## config.mk

```make
export PLATFORM = sky130hd
export DESIGN_NAME = timer_counter_pwm_unit
export DESIGN_NICKNAME = d
export VERILOG_FILES = /design/src/hdl/tcpwm_pkg.sv /design/src/hdl/timer_counter_pwm_unit.sv
export SDC_FILE = /design/constraint.sdc
export NUM_CORES = 1
export LEC_CHECK = 0
export BUFFER_PORTS_ARGS = -buffer_cell sky130_fd_sc_hd__buf_2
export CORE_ASPECT_RATIO = 0.75
export CORE_MARGIN = 2
export CORE_UTILIZATION = 42
export CTS_BUF_LIST = sky130_fd_sc_hd__clkbuf_2 sky130_fd_sc_hd__clkbuf_4 sky130_fd_sc_hd__clkbuf_8
export DETAILED_ROUTE_END_ITERATION = 7
export PLACE_DENSITY_LB_ADDON = 0.25
export SETUP_SLACK_MARGIN = 0.15
export SKIP_CTS_REPAIR_TIMING = 1
export SKIP_LAST_GASP = 1
export SYNTH_ARGS = -nofsm -noshare
export SYNTH_HDL_FRONTEND = slang
export SYNTH_SLANG_ARGS = --single-unit
```

## constraint.sdc

```tcl
create_clock -name ref_clk -period 3.3 [get_ports ref_clk]
set_input_delay 0.33 -clock ref_clk [delete_from_list [all_inputs] [get_ports ref_clk]]
set_output_delay 0.33 -clock ref_clk [all_outputs]
set_load 0.05 [all_outputs]
```

## src/hdl/tcpwm_pkg.sv

```systemverilog
// constants for the timer/counter/pwm unit: register map, field layout, encodings
// assumes a 32-bit apb slave with byte addresses and one word per register
package tcpwm_pkg;
   localparam int CNT_W = 16;                        // counter width
   localparam int ADDR_W = 6;                        // apb address width
   localparam logic [5:0] OFF_CTRL = 6'h00;          // control register
   localparam logic [5:0] OFF_PERIOD = 6'h04;        // period value
   localparam logic [5:0] OFF_COMPARE = 6'h08;       // compare value
   localparam logic [5:0] OFF_COUNT = 6'h0c;         // live counter, read only
   localparam logic [5:0] OFF_CAPTURE = 6'h10;       // captured value, read only
   localparam logic [5:0] OFF_STATUS = 6'h14;        // sticky events, write one to clear
   localparam logic [5:0] OFF_MASK = 6'h18;          // interrupt mask
   localparam logic [5:0] OFF_DEADBAND = 6'h1c;      // deadband length in counting ticks
   // control fields
   localparam int CTRL_RUN = 0;                      // start counting
   localparam int CTRL_MODE_LO = 1;                  // two-bit run mode
   localparam int CTRL_CMP_LO = 3;                   // three-bit compare mode
   localparam int CTRL_CLK_LO = 6;                   // two-bit clock source
   localparam int CTRL_CTOUT = 8;                    // tc pin carries complementary pwm
   localparam int CTRL_W = 9;
   // status fields
   localparam int ST_TC = 0;
   localparam int ST_CMP = 1;
   localparam int ST_CAP = 2;
   localparam int ST_W = 3;
   localparam logic [CNT_W-1:0] PERIOD_RST = 16'hffff;
   localparam logic [CNT_W-1:0] ZERO_CNT = 16'h0000;
   localparam logic [7:0] DB_RST = 8'h00;
   typedef enum logic [1:0] {
      MODE_FREE = 2'h0, MODE_ONESHOT = 2'h1, MODE_GATED = 2'h2
   } run_mode_e;
   typedef enum logic [2:0] {
      less_than = 3'h0, less_or_equal = 3'h1, same_value = 3'h2,
      greater_or_equal = 3'h3, greater_than = 3'h4
   } cmp_mode_e;
   typedef enum logic [1:0] {
      CLK_SYS = 2'h0, CLK_SRC1 = 2'h1, CLK_SRC2 = 2'h2, CLK_SRC3 = 2'h3
   } clk_sel_e;
   typedef enum logic [2:0] {
      ST_IDLE = 3'b001, ST_COUNT = 3'b010, ST_DONE = 3'b100
   } run_state_e;
endpackage

```

## src/hdl/timer_counter_pwm_unit.sv

```systemverilog
// one timer/counter/pwm instance with an apb register slave; the chip holds four
// assumes routed inputs are synchronous to ref_clk; clock sources are tick enables
// Function
// RULE_01: 16-bit counter counting down only
// RULE_02: compare modes lt, le, eq, ge, gt
// RULE_03: reload period on start, reset, terminal count
// RULE_04: selectable interrupt on tc, compare, capture
// RULE_05: one-shot stops at end of period
// RULE_06: gated mode counts only while enable high
// RULE_07: free-run, one-shot or gated modes
// RULE_08: kill forces compare outputs inactive
// RULE_09: capture stores full 16-bit count
// RULE_10: complementary pwm outputs with deadband
// RULE_11: compare, tc and interrupt outputs
// RULE_12: timer reset and capture routed inputs
// RULE_13: counting clock selectable from several sources
// RULE_14: tc one counting tick at zero
// RULE_15: count reads do not disturb counter
//
// The placing of the registers and register access over APB were chosen for this implementation.
module timer_counter_pwm_unit
   import tcpwm_pkg::*;
(
   // clock and reset
   input wire logic ref_clk,
   input wire logic resetn,
   // apb slave
   input wire logic psel,
   input wire logic penable,
   input wire logic pwrite,
   input wire logic [tcpwm_pkg::ADDR_W-1:0] paddr,
   input wire logic [31:0] pwdata,
   input wire logic [3:0] pstrb,
   output logic [31:0] prdata,
   output logic pready,
   output logic pslverr,
   // routed inputs
   input wire logic [2:0] clkSrcTick,
   input wire logic timerReset,
   input wire logic captureIn,
   input wire logic enableIn,
   input wire logic killIn,
   // routed outputs
   output logic compareOut,
   output logic tcOut,
   output logic irq
);
   import tcpwm_pkg::*;

   logic rstSync1_r, rstSync2_r;                // reset release synchroniser
   logic rstn;
   logic [CTRL_W-1:0] ctrl_r;                   // control register
   logic [CNT_W-1:0] period_r, compare_r;       // software values
   logic [CNT_W-1:0] count_r;                   // live counter
   logic [CNT_W-1:0] capture_r;                 // captured count
   logic [ST_W-1:0] status_r, mask_r;           // sticky events and mask
   logic [7:0] deadband_r;                      // deadband ticks
   logic [7:0] dbCnt_r;                         // deadband countdown
   logic run_q;                                 // run bit of previous cycle
   logic capIn_q, cmp_q;                        // edge detection of capture and compare
   logic pwmRaw_q;                              // compare result of previous cycle
   logic tcPulse_r;                             // one-tick terminal count
   logic compareOut_r, tcOut_r, irq_r;
   logic [31:0] prdata_r;
   run_state_e state_r, state_nxt;
   logic tick, cmpTrue, tcHit, startEdge, capEdge, cmpEdge;
   logic cntEn;                                 // one counting step of the live counter
   logic dbClear;                               // outputs may follow the comparator this cycle
   logic wrEn, rdEn;
   logic [ST_W-1:0] events;
   logic [31:0] rdMux;

   // release reset through two flops so the counter, state, output and software registers leave reset together
   always_ff @(posedge ref_clk or negedge resetn) begin
      if (!resetn) begin
         rstSync1_r <= 1'b0;
         rstSync2_r <= 1'b0;
      end else begin
         rstSync1_r <= 1'b1;
         rstSync2_r <= rstSync1_r;
      end
   end
   assign rstn = rstSync2_r;

   // zero-wait apb slave: access phase completes in one cycle
   assign wrEn = psel & penable & pwrite;
   assign rdEn = psel & penable & ~pwrite;

   // counting tick from the selected clock source
   // sources arrive as one-cycle enables, never as clocks, so the whole unit
   // stays in the ref_clk domain and no gated clock skews against the bus
   always_comb begin
      case (clk_sel_e'(ctrl_r[CTRL_CLK_LO +: 2]))
         CLK_SYS: tick = 1'b1;
         CLK_SRC1: tick = clkSrcTick[0];
         CLK_SRC2: tick = clkSrcTick[1];
         CLK_SRC3: tick = clkSrcTick[2];
         default: tick = 1'b1;
      endcase
   end // RULE_13

   // comparator against the live count
   // unsigned compare; it runs even while stopped, so a held count still
   // drives the pwm level that firmware last configured
   always_comb begin
      case (cmp_mode_e'(ctrl_r[CTRL_CMP_LO +: 3]))
         less_than: cmpTrue = count_r < compare_r;
         less_or_equal: cmpTrue = count_r <= compare_r;
         same_value: cmpTrue = count_r == compare_r;
         greater_or_equal: cmpTrue = count_r >= compare_r;
         greater_than: cmpTrue = count_r > compare_r;
         default: cmpTrue = 1'b0;
      endcase
   end // RULE_02

   assign startEdge = ctrl_r[CTRL_RUN] & ~run_q;
   // a stopped or gated-off counter neither moves nor reports terminal count;
   // requiring the run bit keeps a stray tc out of the cycle after a stop
   assign cntEn = (state_r == ST_COUNT) & ctrl_r[CTRL_RUN] & tick
      & ((run_mode_e'(ctrl_r[CTRL_MODE_LO +: 2]) != MODE_GATED) | enableIn); // RULE_06 RULE_07
   assign tcHit = cntEn & (count_r == ZERO_CNT);
   assign capEdge = captureIn & ~capIn_q;
   assign cmpEdge = cmpTrue & ~cmp_q;
   assign events = {capEdge, cmpEdge, tcHit}; // RULE_04

   // run state: idle until started, done after a one-shot period
   // a finished one-shot waits in done; firmware clears run and sets it again
   // to restart, which also gives the reload a clean start edge
   always_comb begin
      state_nxt = state_r;
      case (state_r)
         ST_IDLE: if (startEdge) state_nxt = ST_COUNT;
         ST_COUNT: begin
            if (!ctrl_r[CTRL_RUN]) state_nxt = ST_IDLE;
            else if (tcHit && run_mode_e'(ctrl_r[CTRL_MODE_LO +: 2]) == MODE_ONESHOT)
               state_nxt = ST_DONE; // RULE_05
         end
         ST_DONE: if (!ctrl_r[CTRL_RUN]) state_nxt = ST_IDLE;
         default: state_nxt = ST_IDLE;
      endcase
   end

   always_ff @(posedge ref_clk or negedge resetn) begin
      if (!resetn) state_r <= ST_IDLE;
      else if (!rstn) state_r <= ST_IDLE;
      else state_r <= state_nxt; // RULE_07
   end

   // down counter; reads of the count never touch it
   // a start or a timer reset beats the terminal-count reload in the same cycle;
   // both load the same period, and tcHit fires either way, so the order changes nothing
   always_ff @(posedge ref_clk or negedge resetn) begin
      if (!resetn) begin
         count_r <= PERIOD_RST;
      end else if (!rstn) begin
         count_r <= PERIOD_RST;
      end else if (startEdge || timerReset) begin
         count_r <= period_r; // RULE_03 RULE_12
      end else if (cntEn) begin
         // cntEn already holds the gate, so a low enable keeps the count
         if (count_r == ZERO_CNT) count_r <= period_r; // RULE_03
         else count_r <= count_r - 16'h0001; // RULE_01 RULE_15
      end
   end

   // capture keeps the whole counter on a rising capture input
   // a capture input held high captures once; software sees the value of
   // the cycle in which the edge arrived
   always_ff @(posedge ref_clk or negedge resetn) begin
      if (!resetn) capture_r <= ZERO_CNT;
      else if (!rstn) capture_r <= ZERO_CNT;
      else if (capEdge) capture_r <= count_r; // RULE_09 RULE_12
   end

   // edge history flops
   // these leave reset with the pin reset only; their inputs are low then,
   // so no false edge follows the internal release
   always_ff @(posedge ref_clk or negedge resetn) begin
      if (!resetn) begin
         run_q <= 1'b0;
         capIn_q <= 1'b0;
         cmp_q <= 1'b0;
         tcPulse_r <= 1'b0;
      end else begin
         run_q <= ctrl_r[CTRL_RUN];
         capIn_q <= captureIn;
         cmp_q <= cmpTrue;
         tcPulse_r <= tcHit; // RULE_14
      end
   end

   // without a deadband the outputs follow the comparator directly, so a
   // one-count equal match still shows; with one, every edge is blanked
   assign dbClear = (deadband_r == DB_RST) | ((dbCnt_r == DB_RST) & (cmpTrue == pwmRaw_q)); // RULE_10

   // deadband: after any pwm edge compareOut, and tcOut when it carries complementary pwm, stay off for deadband ticks
   always_ff @(posedge ref_clk or negedge resetn) begin
      if (!resetn) begin
         pwmRaw_q <= 1'b0;
         dbCnt_r <= DB_RST;
      end else if (!rstn) begin
         pwmRaw_q <= 1'b0;
         dbCnt_r <= DB_RST;
      end else begin
         pwmRaw_q <= cmpTrue;
         if (cmpTrue != pwmRaw_q) dbCnt_r <= deadband_r;
         else if (tick && dbCnt_r != DB_RST) dbCnt_r <= dbCnt_r - 8'h01;
      end
   end

   // output flops; kill forces both compare-derived outputs low
   // kill has priority over every mode so a fault shuts the bridge at once;
   // the limitation is one cycle of latency through the output flop
   always_ff @(posedge ref_clk or negedge resetn) begin
      if (!resetn) begin
         compareOut_r <= 1'b0;
         tcOut_r <= 1'b0;
      end else if (killIn || !rstn) begin
         compareOut_r <= 1'b0; // RULE_08
         tcOut_r <= 1'b0;
      end else begin
         compareOut_r <= cmpTrue & dbClear; // RULE_10
         if (ctrl_r[CTRL_CTOUT])
            tcOut_r <= ~cmpTrue & dbClear; // RULE_10
         else
            tcOut_r <= tcHit; // RULE_11
      end
   end

   // software registers; a hardware event beats a same-cycle clear
   // only byte lanes zero and one carry data; the count and capture offsets
   // have no write path, so a write to them is dropped without an error
   always_ff @(posedge ref_clk or negedge resetn) begin
      if (!resetn) begin
         ctrl_r <= '0;
         period_r <= PERIOD_RST;
         compare_r <= ZERO_CNT;
         mask_r <= '0;
         deadband_r <= DB_RST;
         status_r <= '0;
      end else if (!rstn) begin
         ctrl_r <= '0;
         period_r <= PERIOD_RST;
         compare_r <= ZERO_CNT;
         mask_r <= '0;
         deadband_r <= DB_RST;
         status_r <= '0;
      end else begin
         if (wrEn && pstrb[0]) begin
            case (paddr)
               OFF_CTRL: ctrl_r[7:0] <= pwdata[7:0];
               OFF_PERIOD: period_r[7:0] <= pwdata[7:0];
               OFF_COMPARE: compare_r[7:0] <= pwdata[7:0];
               OFF_MASK: mask_r <= pwdata[ST_W-1:0];
               OFF_DEADBAND: deadband_r <= pwdata[7:0];
               default: ;
            endcase
         end
         if (wrEn && pstrb[1]) begin
            case (paddr)
               OFF_CTRL: ctrl_r[CTRL_W-1] <= pwdata[8];
               OFF_PERIOD: period_r[15:8] <= pwdata[15:8];
               OFF_COMPARE: compare_r[15:8] <= pwdata[15:8];
               default: ;
            endcase
         end
         if (wrEn && pstrb[0] && paddr == OFF_STATUS)
            status_r <= (status_r & ~pwdata[ST_W-1:0]) | events; // RULE_04
         else
            status_r <= status_r | events;
      end
   end

   // read mux; unmapped offsets read zero
   // the mux is taken into a flop at the setup edge, which keeps the
   // counter off the bus path while costing nothing in wait states
   always_comb begin
      case (paddr)
         OFF_CTRL: rdMux = {23'h000000, ctrl_r};
         OFF_PERIOD: rdMux = {16'h0000, period_r};
         OFF_COMPARE: rdMux = {16'h0000, compare_r};
         OFF_COUNT: rdMux = {16'h0000, count_r}; // RULE_15
         OFF_CAPTURE: rdMux = {16'h0000, capture_r};
         OFF_STATUS: rdMux = {29'h00000000, status_r};
         OFF_MASK: rdMux = {29'h00000000, mask_r};
         OFF_DEADBAND: rdMux = {24'h000000, deadband_r};
         default: rdMux = 32'h00000000;
      endcase
   end

   // registered read data and interrupt level
   // irq trails status and mask by one cycle; it stays a plain level so the
   // interrupt controller never has to catch a pulse
   always_ff @(posedge ref_clk or negedge resetn) begin
      if (!resetn) begin
         prdata_r <= 32'h00000000;
         irq_r <= 1'b0;
      end else begin
         if (psel && !penable && !pwrite) prdata_r <= rdMux;
         irq_r <= |(status_r & mask_r); // RULE_11
      end
   end

   assign prdata = prdata_r;
   assign pready = 1'b1;
   assign pslverr = 1'b0;
   assign compareOut = compareOut_r;
   assign tcOut = tcOut_r;
   assign irq = irq_r;
endmodule

```

Word-level counts from Yosys, hierarchy flattened. Cells that the tools add are included.

Register bits after elaboration: 139. Output and inout bits: 37. Input port bits: 54. Logic and storage cells: 161.

Bitwise gates (word level): 23. Multiplexer cells: 45. $add $sub $neg: 2. Reduce and logical (&&, ||, !) cells: 29. Magnitude comparators: 4. Eq/ne operators: 35.

Operators by type and width (count): $mux W16 (8); $mux W8 (16); $pmux W16 S8 (1); $mux W3 (10); $eq A6 B5 Y1 const B (4); $eq A16 B16 Y1 (1); $ge A16 B16 Y1 (1); $gt A16 B16 Y1 (1); $le A16 B16 Y1 (1); $logic_not A16 Y1 (1); $logic_not A8 Y1 (2); $lt A16 B16 Y1 (1); $ne A2 B1 Y1 const B (8); $reduce_and A2 Y1 (8); $sub A16 B1 Y16 const B (1); $and A1 B1 Y1 (12); $eq A6 B4 Y1 const B (2); $eq A3 B2 Y1 const B (3); $mux W9 (1); $pmux W3 S3 (1); $reduce_bool A8 Y1 (1); $sub A8 B1 Y8 const B (1); $logic_and A1 B1 Y1 (7); $and A3 B3 Y3 (2); other kinds (25) (44).

Depth between registers and ports, before layout. Gate-level depths: netlist of the first run.

Word-level depth: 10. Mapped depth: 11.

Worst setup path before layout of the first run. OpenSTA, ideal clock, no wires.

Path type: register -> register. Start: reg count_r[0]. End: reg dbCnt_r[0]. Stages on the path, launching flop included: 12. Required time: 3172 ps. Setup slack: 707 ps. Data arrival time: 2465 ps. Library setup time: 128 ps. Cells stage by stage: dfstp_2 -> inv_1 -> ha_1 -> nor2b_1 -> o211ai_1 -> a2111oi_0 -> a211o_1 -> mux2i_1 -> clkbuf_1 -> buf_2 -> mux2i_1 -> nand3_1.

Cells in the longest elaborated chain, start to end: 5.

Ends and longest elaborated chain: start, declared (RTL line timer_counter_pwm_unit.sv:54) `logic [CNT_W-1:0] count_r;`; start signal, assigned (RTL line timer_counter_pwm_unit.sv:158) `count_r <= period_r;`; start signal, assigned (RTL line timer_counter_pwm_unit.sv:161) `if (count_r == ZERO_CNT) count_r <= period_r;`; start signal, assigned (RTL line timer_counter_pwm_unit.sv:162) `else count_r <= count_r - 16'h0001;`; $gt A16 B16 Y1, or another cell as far along (RTL line timer_counter_pwm_unit.sv:111) `greater_than: cmpTrue = count_r > compare_r;`; $pmux W1 S5 * (RTL line timer_counter_pwm_unit.sv:106) `case (cmp_mode_e'(ctrl_r[CTRL_CMP_LO +: 3]))`; $ne A1 B1 Y1 * (RTL line timer_counter_pwm_unit.sv:206) `if (cmpTrue != pwmRaw_q) dbCnt_r <= deadband_r;`; $mux W8 (RTL line timer_counter_pwm_unit.sv:206); $mux W8 (RTL line timer_counter_pwm_unit.sv:201) `end else if (!rstn) begin`; end signal, assigned (RTL line timer_counter_pwm_unit.sv:206); end signal, assigned (RTL line timer_counter_pwm_unit.sv:207) `else if (tick && dbCnt_r != DB_RST) dbCnt_r <= dbCnt_r - 8'h01;`; end, declared (RTL line timer_counter_pwm_unit.sv:58) `logic [7:0] dbCnt_r;`.

Mark *: on every way between the ends. The rest lies on a longest branch, timed or not. A chain may end at the register's enable or synchronous reset.

Worst setup path after layout of the first run.
Start: reg count_r[0]. End: reg dbCnt_r[5].

Same word-level chain as after synthesis.

==> results.py, run 1 <==
metrics = {
    "detailed_routing": {
        "wl_met2_mm": 8.521,
        "wire_per_inst_microns": 18.34,
        "drt_iter0_drc": 485,
        "vias_per_cell": 5.624,
        "drt_pass1_iterations": 5,
        "topRoutingLayerUsed": "met4",
        "wl_met1_mm": 9.474,
        "drc": 0,
        "via_count": 5956,
        "drt_wl_total_mm": 19.42,
        "drtAntennaViolNets": 0,
        "wl_met3_mm": 1.174,
    },
    "synthesis": {
        "synth_area_leaders": "dfrtp_1, dfstp_2, nand2_1, o21ai_0, a21oi_1",
        "synth_flop_cell": "dfrtp_1",
        "synth_most_common_cell": "nand2_1",
        "synth-seq-area-share_pct": 44.95,
        "synth.avg_cell_area_sq_um": 8.773,
        "ys_types": 62,
        "synth_seq_cells": 123,
        "mappedNetlistArea_sq_um": 6939,
        "synth_top_area_share_pct": 32.46,
        "async_flop_share_pct": 100.0,
        "netlist_top_cells_count": "nand2_1, dfrtp_1, o21ai_0",
        "yosys_warnings": 0,
        "yosys.area.top_type": "dfrtp_1",
        "synth_edf_count": 0,
        "syn_inst": 791,
    },
    "floorplanning": {
        "core_area_sq_um": 16120,
        "ios": 91,
        "initial_core_util_pct": 43.06,
        "die_h_microns": 115.3,
        "rows": 40,
        "die-width_microns": 152.4,
        "die-area_sq_um": 17580,
    },
    "timing": {
        "tns_ns": 0,
        "hold_viol": 0,
        "setup_viol_count_final": 0,
        "slew_headroom_pct": 43.07,
        "tightest_slew_ns": 0.8539,
        "min_period_ns": 2.803,
        "skew_ns": 0.01259,
        "slew_viol_final": 0,
        "min_period_over_period_pct": 84.93,
        "fmax_mhz": 356.8,
        "rsz0062_at_grt": "no",
    },
    "grt": {
        "grt_usage_pct": 22.98,
        "grt-ovfl-total": 0,
        "grt_pass1_wl_mm": 31.49,
        "antenna_found_initial": 0,
        "grt_pass1_vias": 5617,
        "grt_max_degree": 59,
    },
    "placement": {
        "placed_area_sq_um": 7351,
        "port_buffers": 54,
        "dpl.hpwl_mm": 13.68,
        "globalplace.congestion": 0.8789,
    },
    "clocking": {
        "cts_buffers": 17,
        "clock-root-buffer": "clkbuf_8",
        "clock_path_buffers": 2,
        "h-tree-depth": 4,
        "worstSkewPairLatency_ns": 0.47,
        "cts_tree": "yes",
        "clkSlewWorstSetupHoldPaths_ns": 0.07,
        "cts_sinks": 123,
    },
    "worst_setup_path": {
        "startpoint_type": "flop",
        "cp.arrival_ns": 3.14,
        "crit_required_ns": 3.64,
        "path_max_fanout": 30,
        "critPathKind": "flop to flop",
        "cp-end-kind": "flop",
    },
    "power_and_ir_drop": {
        "clockPowerShare_pct": 37.4,
        "seqPwrFrac_pct": 43.6,
        "pwr_density_cell_nw_per_um2": 520.6,
        "p_leak_nw": 3.475,
        "comb_power_share_pct": 19.1,
        "power_switching_mw": 1.260,
        "internal-power_mw": 2.811,
        "p_sw_share_pct": 30.95,
        "peakVddDrop_v": 0.0002669,
    },
    "run": {
        "cap_violations": 0,
    },
    "run_status": {
        "status": "finished, final reports clean",
    },
    "cells_and_area": {
        "design_area_sq_um": 7820,
        "nets": 909,
        "area_growth_syn_to_layout_pct": 12.69,
        "n_antenna_cell": 0,
        "drive_gt1_share_pct": 18.49,
    },
    "hold_path": {
        "min_path_type": "input port to flop",
    },
}
[cells in the final DEF (no fill, tap or decap), types with 17 or more instances in the layout]
master	count
o21ai_0	67
a21oi_1	65
nand2_1	110
dfrtp_1	89
inv_1	45
nand4_1	22
conb_1	19
dfstp_2	33
a31oi_1	18
a22oi_1	17
clkbuf_8	20
nand3_1	23
buf_4	17
nor2_1	63
ha_1	19
mux2i_1	18
buf_2	53
[critical path, cell delays in order (launching register included)]
cell and delay (ns):
dfstp_2 0.57, inv_1 0.14, ha_1 0.21, nor2b_1 0.11, o211ai_1 0.11, a2111oi_0 0.45
a211o_1 0.21, mux2i_2 0.20, buf_4 0.34, mux2i_1 0.24, nand3_1 0.09
[flip-flops by register name (all words and copies together) (netlist names), 3 cells and up]
name and count:
capture_r 16, compare_r 16, count_r 16, period_r 16, prdata 16, ctrl_r 9, dbCnt_r 8, deadband_r 8
mask_r 3, state_r 3, status_r 3
[through the flow]
step                      hold slack [ns]  utilization, %  total power, mW  worst slack, ns  cells
after floorplan                   0.03441               -            2.340           0.7074    808
after global placement             0.3313           45.61            2.548           0.6275   1025
after detailed placement           0.3409           45.61            2.561           0.5715   1025
after CTS                        -0.04757           48.40            4.081           0.5706   1057
after global routing              0.08205           48.52            4.264           0.2456   1059
final                             0.08848           48.52            4.071           0.4974   1059
[worst paths after layout]
kind                                 start            end  slack [ns]  depth (start not counted)
worst max-delay path            count_r[0]     dbCnt_r[5]        0.50                         10
worst min-delay path            pwdata[13]   period_r[13]        0.09                          3
worst max register to register  count_r[0]     dbCnt_r[5]        0.50                         10
worst min register to register  rstSync1_r     rstSync2_r        0.36                          0
max in group asynchronous           resetn     count_r[3]        1.99                          3
min in group asynchronous           resetn  compare_r[15]        0.48                          2
[per-layer routing]
layer | GRT usage [%] | vias up
met5 | 0 | -
met4 | 5.679 | 0
li1 | - | 2851
met1 | 34.00 | 2895
met3 | 5.541 | 22
met2 | 34.05 | 188
[logic make-up after synthesis]
kind of cell             count (synthesis)  synth area share (%)
buffers and inverters                  109                 7.230
flip-flops                             123                 44.95
XOR/XNOR                                 5                0.6311
multiplexers                            26                 4.201
AO/OA/AOI/OAI                          222                 19.67
adder cells (fa/ha/maj)                 19                 3.426
other                                    2                0.1082
AND/OR/NAND/NOR                        285                 19.78
[area by class of cell]
type / count / area, sq um
clock buffers: 21 / 282.8
clock inverters: 11 / 166.4
fillers: 1592 / 8295
inverters: 45 / 168.9
multi-input cells: 576 / 3386
flip-flops and latches: 123 / 3120
well taps: 210 / 262.8
repair buffers: 73 / 432.9
[power groups by stage]
stage | Sequential, mW | Clock [mW] | Combinational, mW
4_1_cts | 1.77 | 1.54 | 0.771
5_1_grt | 1.79 | 1.60 | 0.874
6_report | 1.77 | 1.52 | 0.776
2_1_floorplan | 1.76 | 0 | 0.580
3_5_place_dp | 1.79 | 0 | 0.767
3_3_place_gp | 1.79 | 0 | 0.754
Note: power is estimated with default switching activity, not from simulation.
==> run 2, diff against run 1 <==
Settings changed: ABC_AREA set to 1.
Clock period 3.3 ns to 2.4 ns, I/O delays scaled along.
==> run 2 against run 1 <==
Sequential share of layout area is 2.2 points lower. Non-clock buffer count is 16 higher. Clock power is 32% higher. Register-to-register slack worse by 0.30 ns. Fmax is 27% higher. Via count is 2.2% higher. Area after synthesis is 0.41% lower. Global-route usage is 0.062 points higher. Die area is 0.40% lower. Worst setup slack worse by 0.30 ns. Flip-flop and latch count stayed put. Highest routed layer unchanged.
==> results.py, run 2 <==
metrics = {
    "synthesis": {
        "yosys.area.top_type": "dfrtp_1",
        "synth_flop_cell": "dfrtp_1",
        "synth-seq-area-share_pct": 45.14,
        "synth_seq_cells": 123,
        "ys_types": 49,
        "syn_inst": 834,
        "synth_area_leaders": "dfrtp_1, dfstp_2, nand2_1, o21ai_0, inv_1",
        "synth.avg_cell_area_sq_um": 8.286,
        "yosys_warnings": 0,
        "synth_edf_count": 0,
        "async_flop_share_pct": 100.0,
        "synth_top_area_share_pct": 32.59,
        "synth_most_common_cell": "nand2_1",
        "netlist_top_cells_count": "nand2_1, inv_1, dfrtp_1",
        "mappedNetlistArea_sq_um": 6910,
    },
    "clocking": {
        "clock_path_buffers": 2,
        "cts_sinks": 123,
        "cts_tree": "yes",
        "clock-root-buffer": "clkbuf_8",
        "clkSlewWorstSetupHoldPaths_ns": 0.07,
        "h-tree-depth": 4,
        "cts_buffers": 17,
        "worstSkewPairLatency_ns": 0.46,
    },
    "worst_setup_path": {
        "startpoint_type": "flop",
        "crit_start": "count_r[0]",
        "timing.rr.end": "dbCnt_r[1]",
        "crit_required_ns": 2.80,
        "cp-end-kind": "flop",
        "ff2ff_setup_slack_ns": 0.20,
        "critPathKind": "flop to flop",
        "cp.arrival_ns": 2.60,
        "r2r-start": "count_r[0]",
        "path_max_fanout": 8,
        "worstRegToRegCells": 19,
    },
    "timing": {
        "skew_ns": 0.01687,
        "min_period_ns": 2.205,
        "setup_viol_count_final": 0,
        "hold_viol": 0,
        "slew_viol_final": 0,
        "fmax_mhz": 453.6,
        "min_period_over_period_pct": 91.86,
        "slew_headroom_pct": 56.68,
        "hold_ws_ns": 0.03565,
        "rsz0062_at_grt": "yes",
        "tightest_slew_ns": 0.6430,
        "tns_ns": 0,
        "setup_ws_ns": 0.1953,
    },
    "hold_path": {
        "hold_depth": 3,
        "holdCritStartpoint": "pwdata[13]",
        "min_to": "compare_r[13]",
        "min_path_type": "input port to flop",
    },
    "detailed_routing": {
        "vias_per_cell": 5.333,
        "drc": 0,
        "drtAntennaViolNets": 0,
        "drt_iter0_drc": 712,
        "via_count": 6085,
        "drt_pass1_iterations": 5,
        "drt_wl_total_mm": 20.16,
        "wire_per_inst_microns": 17.67,
    },
    "power_and_ir_drop": {
        "peakVddDrop_v": 0.0003135,
        "p_leak_nw": 3.848,
        "pwr_density_cell_nw_per_um2": 787.0,
    },
    "cells_and_area": {
        "final_common_cell": "nand2_1",
        "layout_common_cells": "nand2_1, inv_1, dfrtp_1",
        "nets": 991,
        "n_antenna_cell": 0,
        "drive_gt1_share_pct": 27.93,
        "area_growth_syn_to_layout_pct": 19.61,
        "design_area_sq_um": 8265,
    },
    "run_status": {
        "status": "finished, final reports clean",
    },
    "floorplanning": {
        "initial_core_util_pct": 43.01,
        "die_h_microns": 115.1,
        "die-area_sq_um": 17510,
        "ios": 91,
        "rows": 40,
        "core_area_sq_um": 16070,
        "die-width_microns": 152.1,
    },
    "placement": {
        "port_buffers": 54,
        "placed_area_sq_um": 7461,
        "preCtsSetupSlack_ns": 0.08200,
        "dpl.hpwl_mm": 14.38,
        "globalplace.congestion": 0.9262,
    },
    "grt": {
        "grt_pass1_wl_mm": 30.82,
        "antenna_found_initial": 0,
        "grt_usage_pct": 23.04,
        "grt-ovfl-total": 0,
        "grt_max_degree": 45,
        "grt_pass1_vias": 5472,
    },
    "run": {
        "cap_violations": 0,
    },
}
-- run 2: worst max path at each step --
stage	end	slack (ns)
5_1_grt	dbCnt_r[4]	0.07
6_report	dbCnt_r[1]	0.20
3_5_place_dp	dbCnt_r[1]	0.08
3_3_place_gp	dbCnt_r[7]	0.12
4_1_cts	dbCnt_r[7]	0.08
2_1_floorplan	dbCnt_r[5]	0.33
-- run 2: critical path: stages, from the launching register on --
cell and delay, ns:
dfstp_2 0.55, inv_4 0.05, ha_4 0.15, inv_2 0.03
nand2_1 0.04, nand2_1 0.07, nand2_1 0.07, nand2_1 0.08
nand2_1 0.07, nand2_2 0.07, nand2_4 0.08, nand3_2 0.07
nand2_2 0.06, nor2_4 0.16, nand3_4 0.17, nand3_4 0.15
nand2_4 0.07, inv_8 0.09, nand3_2 0.07, nand2_1 0.06
-- run 2: area by class of cell --
class / instances / area, sq um
multi-input combinational: 565 / 3412
inverter: 122 / 483.0
clock buffer: 25 / 319.1
sequential: 123 / 3119
fill: 1509 / 7800
tap: 210 / 262.8
timing repair buffer: 89 / 556.8
clock inverter: 7 / 112.6
-- run 2: cell families after synthesis --
group	count (synthesis)	synth area share [%]
xor+xnor	10	1.268
buf+inv	164	10.34
fa+ha+maj	19	3.440
simple gates	309	22.34
other cells	2	0.1087
compound gates	207	17.36
flops	123	45.14
-- run 2: stage by stage --
step	util (%)	total power, mW	instances
CTS	49.13	6.294	1129
global route	51.45	6.845	1141
finish	51.45	6.505	1141
detailed placement	46.44	4.288	1097
floorplan	-	3.855	851
global placement	46.44	4.254	1097
-- run 2: power by group --
part | switching [mW] | internal, mW | leakage, nW | total [mW]
combinational | 1.20 | 0.684 | 2.09 | 1.88
clock | 0.826 | 1.18 | 0.224 | 2.01
sequential | 0.223 | 2.39 | 1.54 | 2.62
-- run 2: layer usage --
metal,vias to the layer above,track usage (%),part of all wire [%]
li1,2920,-,-
met1,2911,35.94,50
met2,239,29.55,39
met3,15,8.292,10
met4,0,5.794,0.86
met5,-,0,0
